--- src/common/ldc_pkg.sv ---
package ldc_pkg;
    localparam logic [7:0] LDC_ADDR_OUT1 = 8'h23;
    localparam logic [7:0] LDC_ADDR_OUT2 = 8'h24;
    localparam logic [7:0] LDC_ADDR_FINE = 8'h25;
    localparam int LDC_STRENGTH_BIT = 13;
    localparam int LDC_FIXED_ONE_BIT = 12;
    localparam int LDC_EDGE_LSB = 4;
    localparam int LDC_COARSE_LSB = 0;
    localparam int LDC_FINE1_LSB = 0;
    localparam int LDC_FINE2_LSB = 6;
    localparam int LDC_FINE3_LSB = 11;
    localparam logic [15:0] LDC_DRIVE_RESET = 16'h3000;
    localparam logic [15:0] LDC_FINE_RESET = 16'h630C;
    localparam logic [15:0] LDC_DRIVE_MASK = 16'h307F;
    localparam logic [15:0] LDC_FINE_MASK = 16'hFFDF;
    // fixed point: coarse in 0.01 mA, fine in 0.001, strength in 0.1
    localparam logic [11:0] LDC_COARSE_BASE = 12'hAF0;
    localparam logic [11:0] LDC_COARSE_STEP = 12'h60A;
    localparam logic [9:0] LDC_FINE_BASE = 10'h2C6;
    localparam logic [9:0] LDC_FINE_STEP = 10'h018;
    localparam logic [3:0] LDC_STRENGTH_FULL = 4'hA;
    localparam logic [3:0] LDC_STRENGTH_LOW = 4'h4;
endpackage

--- src/ldc_peak_calc.sv ---
`timescale 1ns/10ps
module ldc_peak_calc
    import ldc_pkg::*;
(
    input wire logic [3:0] coarse_in,
    input wire logic [4:0] fine_in,
    input wire logic strength_in,
    output logic [31:0] peak_out
);
    logic [15:0] coarse_val;
    logic [15:0] fine_val;
    logic [3:0] strength_val;
    always_comb
    begin
        coarse_val = 16'(LDC_COARSE_BASE) + 16'(LDC_COARSE_STEP) * 16'(coarse_in);
        fine_val = 16'(LDC_FINE_BASE) + 16'(LDC_FINE_STEP) * 16'(fine_in);
        strength_val = strength_in ? LDC_STRENGTH_FULL : LDC_STRENGTH_LOW;
        peak_out = 32'(coarse_val) * 32'(fine_val) * 32'(strength_val);
    end
endmodule

--- src/ldc_drive_regs.sv ---
`timescale 1ns/10ps
module ldc_drive_regs
    import ldc_pkg::*;
#(
    parameter int ADDR_W = 8
)
(
    input wire logic clk_in,
    input wire logic rst_in,
    input wire logic wr_en_in,
    input wire logic rd_en_in,
    input wire logic [ADDR_W-1:0] addr_in,
    input wire logic [15:0] wdata_in,
    input wire logic pulse_start_in,
    output logic [15:0] rdata_out,
    output logic rvalid_out,
    output logic [2:0] out1_edge_rate_out,
    output logic [3:0] out1_coarse_current_out,
    output logic [4:0] out1_fine_trim_out,
    output logic out1_strength_select_out,
    output logic out1_low_power_out,
    output logic [31:0] out1_peak_out,
    output logic [2:0] out2_edge_rate_out,
    output logic [3:0] out2_coarse_current_out,
    output logic [4:0] out2_fine_trim_out,
    output logic out2_strength_select_out,
    output logic out2_low_power_out,
    output logic [31:0] out2_peak_out
);
    // the check demands 8 bits, though the registers at 0x23..0x25 fit in a 6-bit bus
    if (ADDR_W < 8)
    begin
        $error("ldc_drive_regs: ADDR_W must be at least 8");
    end

    // upper address bits join the decode, so no register shows up twice
    localparam logic [ADDR_W-1:0] SEL_OUT1 = ADDR_W'(LDC_ADDR_OUT1);
    localparam logic [ADDR_W-1:0] SEL_OUT2 = ADDR_W'(LDC_ADDR_OUT2);
    localparam logic [ADDR_W-1:0] SEL_FINE = ADDR_W'(LDC_ADDR_FINE);

    ////////////////////////////////////////////////////////////////////////////
    // register file
    logic [15:0] out1_q, out1_d;
    logic [15:0] out2_q, out2_d;
    logic [15:0] fine_q, fine_d;
    logic [15:0] rdata_q, rdata_d;
    logic rvalid_q, rvalid_d;

    always_comb
    begin
        out1_d = out1_q;
        out2_d = out2_q;
        fine_d = fine_q;
        // OUT1/OUT2 reserved bits stored as written; FINE bit 5 is cleared by LDC_FINE_MASK
        if (wr_en_in)
        begin
            case (addr_in)
                SEL_OUT1: out1_d = wdata_in;
                SEL_OUT2: out2_d = wdata_in;
                SEL_FINE: fine_d = wdata_in & LDC_FINE_MASK;
                default: ;
            endcase
        end
    end

    always_ff @(posedge clk_in)
    begin
        if (rst_in)
        begin
            out1_q <= LDC_DRIVE_RESET;
            out2_q <= LDC_DRIVE_RESET;
            fine_q <= LDC_FINE_RESET;
        end
        else
        begin
            out1_q <= out1_d;
            out2_q <= out2_d;
            fine_q <= fine_d;
        end
    end

    ////////////////////////////////////////////////////////////////////////////
    // read port: answer one edge after the strobe, data holds until the next read
    always_comb
    begin
        rdata_d = rdata_q;
        rvalid_d = rd_en_in;
        // plain read, no side effects; unmapped reads zero
        if (rd_en_in)
        begin
            case (addr_in)
                SEL_OUT1: rdata_d = out1_q;
                SEL_OUT2: rdata_d = out2_q;
                SEL_FINE: rdata_d = fine_q;
                default: rdata_d = 16'h0000;
            endcase
        end
    end

    always_ff @(posedge clk_in)
    begin
        if (rst_in)
        begin
            rdata_q <= 16'h0000;
            rvalid_q <= 1'b0;
        end
        else
        begin
            rdata_q <= rdata_d;
            rvalid_q <= rvalid_d;
        end
    end

    ////////////////////////////////////////////////////////////////////////////
    // applied settings, latched at pulse start so a pulse never sees a mid-change
    logic [2:0] e1_q, e1_d, e2_q, e2_d;
    logic [3:0] c1_q, c1_d, c2_q, c2_d;
    logic [4:0] f1_q, f1_d, f2_q, f2_d;
    logic s1_q, s1_d, s2_q, s2_d;
    logic lp1_q, lp1_d, lp2_q, lp2_d;
    // applied copies restart from the register reset values
    localparam logic [2:0] EDGE_RST = LDC_DRIVE_RESET[LDC_EDGE_LSB +: 3];
    localparam logic [3:0] COARSE_RST = LDC_DRIVE_RESET[LDC_COARSE_LSB +: 4];
    localparam logic [4:0] FINE1_RST = LDC_FINE_RESET[LDC_FINE1_LSB +: 5];
    localparam logic [4:0] FINE2_RST = LDC_FINE_RESET[LDC_FINE2_LSB +: 5];
    localparam logic STRENGTH_RST = LDC_DRIVE_RESET[LDC_STRENGTH_BIT];
    logic [31:0] p1_q, p1_d, p2_q, p2_d;
    logic [31:0] p1_w, p2_w;

    ldc_peak_calc u_calc1 (
        .coarse_in(out1_q[LDC_COARSE_LSB +: 4]),
        .fine_in(fine_q[LDC_FINE1_LSB +: 5]),
        .strength_in(out1_q[LDC_STRENGTH_BIT]),
        .peak_out(p1_w)
    );
    ldc_peak_calc u_calc2 (
        .coarse_in(out2_q[LDC_COARSE_LSB +: 4]),
        .fine_in(fine_q[LDC_FINE2_LSB +: 5]),
        .strength_in(out2_q[LDC_STRENGTH_BIT]),
        .peak_out(p2_w)
    );

    always_comb
    begin
        e1_d = e1_q;
        c1_d = c1_q;
        f1_d = f1_q;
        s1_d = s1_q;
        lp1_d = lp1_q;
        p1_d = p1_q;
        e2_d = e2_q;
        c2_d = c2_q;
        f2_d = f2_q;
        s2_d = s2_q;
        lp2_d = lp2_q;
        p2_d = p2_q;
        // one strobe moves every applied field, so a pulse never mixes old and new
        if (pulse_start_in)
        begin
            e1_d = out1_q[LDC_EDGE_LSB +: 3];
            c1_d = out1_q[LDC_COARSE_LSB +: 4];
            f1_d = fine_q[LDC_FINE1_LSB +: 5];
            s1_d = out1_q[LDC_STRENGTH_BIT];
            lp1_d = ~out1_q[LDC_STRENGTH_BIT];
            p1_d = p1_w;
            e2_d = out2_q[LDC_EDGE_LSB +: 3];
            c2_d = out2_q[LDC_COARSE_LSB +: 4];
            f2_d = fine_q[LDC_FINE2_LSB +: 5];
            s2_d = out2_q[LDC_STRENGTH_BIT];
            lp2_d = ~out2_q[LDC_STRENGTH_BIT];
            p2_d = p2_w;
        end
    end

    always_ff @(posedge clk_in)
    begin
        if (rst_in)
        begin
            // peak reads zero until the first pulse has latched a target
            e1_q <= EDGE_RST;
            c1_q <= COARSE_RST;
            f1_q <= FINE1_RST;
            s1_q <= STRENGTH_RST;
            lp1_q <= ~STRENGTH_RST;
            p1_q <= 32'h0000_0000;
            e2_q <= EDGE_RST;
            c2_q <= COARSE_RST;
            f2_q <= FINE2_RST;
            s2_q <= STRENGTH_RST;
            lp2_q <= ~STRENGTH_RST;
            p2_q <= 32'h0000_0000;
        end
        else
        begin
            e1_q <= e1_d;
            c1_q <= c1_d;
            f1_q <= f1_d;
            s1_q <= s1_d;
            lp1_q <= lp1_d;
            p1_q <= p1_d;
            e2_q <= e2_d;
            c2_q <= c2_d;
            f2_q <= f2_d;
            s2_q <= s2_d;
            lp2_q <= lp2_d;
            p2_q <= p2_d;
        end
    end

    ////////////////////////////////////////////////////////////////////////////
    // every pin comes straight off a flop, so a bus write never glitches the drivers
    assign rdata_out = rdata_q;
    assign rvalid_out = rvalid_q;
    assign out1_edge_rate_out = e1_q;
    assign out1_coarse_current_out = c1_q;
    assign out1_fine_trim_out = f1_q;
    assign out1_strength_select_out = s1_q;
    assign out1_low_power_out = lp1_q;
    assign out1_peak_out = p1_q;
    assign out2_edge_rate_out = e2_q;
    assign out2_coarse_current_out = c2_q;
    assign out2_fine_trim_out = f2_q;
    assign out2_strength_select_out = s2_q;
    assign out2_low_power_out = lp2_q;
    assign out2_peak_out = p2_q;
endmodule

--- config.mk ---
export PLATFORM = sky130hd
export DESIGN_NAME = ldc_drive_regs
export DESIGN_NICKNAME = d
export VERILOG_FILES = /design/src/common/ldc_pkg.sv /design/src/ldc_peak_calc.sv /design/src/ldc_drive_regs.sv
export SDC_FILE = /design/constraint.sdc
export NUM_CORES = 1
export LEC_CHECK = 0
export BUFFER_PORTS_ARGS = -buffer_cell sky130_fd_sc_hd__buf_2
export CAP_MARGIN = 5
export CORE_MARGIN = 2
export CORE_UTILIZATION = 52
export DETAILED_ROUTE_END_ITERATION = 12
export GPL_TIMING_DRIVEN = 1
export PLACE_DENSITY = 0.76
export SKIP_LAST_GASP = 1
export SLEW_MARGIN = 15
export SYNTH_ARGS = -nofsm -noshare
export SYNTH_HDL_FRONTEND = slang
export SYNTH_SLANG_ARGS = --single-unit
--- constraint.sdc ---
create_clock -name clk_in -period 9.4 [get_ports clk_in]
set_input_delay 2.35 -clock clk_in [delete_from_list [all_inputs] [get_ports clk_in]]
set_output_delay 2.35 -clock clk_in [all_outputs]
set_load 0.05 [all_outputs]
==> impl_metrics.toml <==
[yosys]
synthTopCellsByArea = "ha_1, fa_1, dfxtp_1"
syn_area_per_cell_um2 = 8.53
ys_types = 91
yosysMostFrequentCell = "ha_1"
seq_area_frac_synth_pct = 13.9
synthCells = 2528
ys_ff_latch = 150
synth-async-reset-ratio_pct = 0
ys.flop_type = "dfxtp_1"
ys_warn_count = 0
netlist_area_um2 = 21600
synth_edf_count = 0
synth_top_area_share_pct = 20.1
synth_top_cell_by_area = "ha_1"
synthTopCellsByCount = "ha_1, inv_1, nor2_1, fa_1, nand2_1"

[cts]
cts-root-buf = "clkbuf_16"
cts.sinks = 150
clk_pin_slew_ns = 0.07
cts.htree.levels = 4
numCtsBuffers = 17
tritoncts = "built"
cts_buffer_depth = 2
insertion_delay_ns = 0.46
hold_buffers = 0

[placement]
port_buffers = 131
post-dp-hpwl_um = 42900
gp_congestion = 0.909
place_inst = 3137

[worst_setup_path]
cp_slowest_cell = "fa_1"
path_common_cell = "fa_1"
cp_max_fo = 5
crit_type = "reg2reg"
cp.required_ns = 9.79
cpPeakStageDelay_ns = 0.56
endpoint_kind = "register"
startpoint_type = "register"
worstPathArrival_ns = 9.47

[layout]
diodes = 0
finalNetCount = 3235
area_delta_synth_final_pct = 13.3
post_layout_nonfiller_instances = 3190
drive_gt1_share_pct = 16.3

[timing]
final.setup.tns_ns = 0
period_share_pct = 96.6
fin_crit_ns = 9.08
worst_slew_pin_slew_ns = 1.10
skew_ns = 0.0192
max_slew_margin_pct = 26.9
slew_viol_final = 0
rsz0062_at_grt = "yes"
fmax_mhz = 110
final_hold_viol_count = 0
setup_viol = 0

[floorplanning]
rows = 74
die_area_um2 = 43100
design.core.area_um2 = 40800
ios = 138
fp.dieW_um = 208
die_h_um = 208
start_util_pct = 52.8

[routing]
vias_per_cell = 5.60
wl_um = 54800
wire_per_inst_um = 17.2
drt_pass1_iterations = 5
drt_iter0_drc = 1118
route.detailed.drc = 0
ant_nets = 0
num_vias = 17900

[global_routing]
gr-usage-all-layers_pct = 25.3
grt_pass1_vias = 17700
grt_pass1_wl_um = 90600
antenna_found_initial = 0
grt_max_degree = 94
overflow = 0

[power_and_ir_drop]
worst_ir_drop_vdd_uv = 322
total_power_uw = 4720
p_per_area_nw_per_um2 = 193
power_leakage_uw = 0.0127

[job]
drv_cap = 0

[worst_hold_path]
worst_hold_path_type = "reg2reg"

[status]
status = "complete, no violations"
[registers in the layout, indices dropped and copies added (netlist names)]
register                  count
fine_q                       15
out1_coarse_current_out       4
out1_edge_rate_out            3
out1_fine_trim_out            5
out1_low_power_out            1
out1_peak_out                29
out1_q                       16
out1_strength_select_out      1
out2_coarse_current_out       4
out2_edge_rate_out            3
out2_fine_trim_out            5
out2_low_power_out            1
out2_peak_out                29
out2_q                       16
out2_strength_select_out      1
rdata_out                    16
rvalid_out                    1
[critical path, delay by kind of cell, from the launching register on]
family | cells | cell delay, ns
fa+ha+maj | 13 | 5.05
simple gates | 7 | 1.39
compound gates | 7 | 1.38
xor+xnor | 3 | 0.59
flops | 1 | 0.31
buf+inv | 4 | 0.29
[logic make-up after synthesis]
family | after synthesis | share of synthesized area (%)
AO/OA/AOI/OAI | 438 | 14.0
XOR/XNOR | 100 | 4.10
adder cells (fa/ha/maj) | 561 | 40.0
buffers and inverters | 457 | 8.13
flip-flops | 150 | 13.9
multiplexers | 80 | 3.84
other | 1 | 0.0174
AND/OR/NAND/NOR | 741 | 16.0
[area by class of cell]
| class | instances | area, µm² |
|---|---|---|
| well taps | 532 | 666 |
| clock buffers | 18 | 429 |
| clock inverters | 14 | 183 |
| inverters | 319 | 1200 |
| repair buffers | 229 | 1400 |
| fillers | 3449 | 16400 |
| flip-flops and latches | 150 | 3020 |
| multi-input cells | 1928 | 17500 |
[final timing paths]
kind / start / slack (ns) / depth (start not counted) / end
worst max-delay path: out2_q[1] / 0.32 / 34 / out2_peak_out[30]
worst min-delay path: out1_low_power_out / 0.46 / 1 / out1_low_power_out
worst max register to register: out2_q[1] / 0.32 / 34 / out2_peak_out[30]
worst min register to register: out1_low_power_out / 0.46 / 1 / out1_low_power_out
[routing by layer]
metal | track usage, % | vias to the layer above | wire, µm
li1 | - | 8601 | -
met1 | 37.0 | 8590 | 25300
met2 | 38.7 | 618 | 24400
met3 | 5.08 | 59 | 4130
met4 | 5.39 | 0 | 884
met5 | 0 | - | 0
[layout by cell type, fill, tap and decap left out, types with 18 or more instances in the layout]
master,netlist,layout
ha_1,347,318
inv_1,310,307
nor2_1,285,282
fa_1,214,210
nand2_1,203,203
dfxtp_1,150,144
buf_2,7,129
a21oi_1,129,117
buf_4,7,98
and2_1,64,63
mux2i_1,59,59
xnor2_1,68,58
a21o_1,58,58
o21ai_0,53,44
nand2b_1,39,39
xor2_1,31,28
a211oi_1,28,26
mux2_2,21,21
nor2b_1,20,20
nand3_1,20,20
o21a_1,20,20
nor3_1,22,18
[where the power goes]
group / internal [µW] / total, µW / switching, µW
sequential: 694 / 727 / 33.8
combinational: 1390 / 3260 / 1870
clock: 405 / 734 / 330
total: 2490 / 4720 / 2230
[stage by stage]
| stage | setup WS, ns | instance area, µm² | utilization (%) | hold WS [ns] |
|---|---|---|---|---|
| global route | -0.167 | 24400 | 59.8 | 0.471 |
| global placement | 0.135 | 22900 | 56.2 | 0.432 |
| CTS | 0.0199 | 23600 | 57.8 | 0.456 |
| finish | 0.322 | 24400 | 59.8 | 0.456 |
| floorplan | 0.259 | 21600 | - | 0.433 |
| detailed placement | -0.142 | 22900 | 56.2 | 0.443 |
[repair_timing]
item / CTS / global route
endpoints found under the hold margin: 0 / 0
endpoints found under the setup margin: 5 / 23
cloned: 0 / 0
pin swaps: 0 / 58
setup buffers: 3 / 18
resized for setup: 6 / 134
Note: power is estimated with default switching activity, not from simulation.
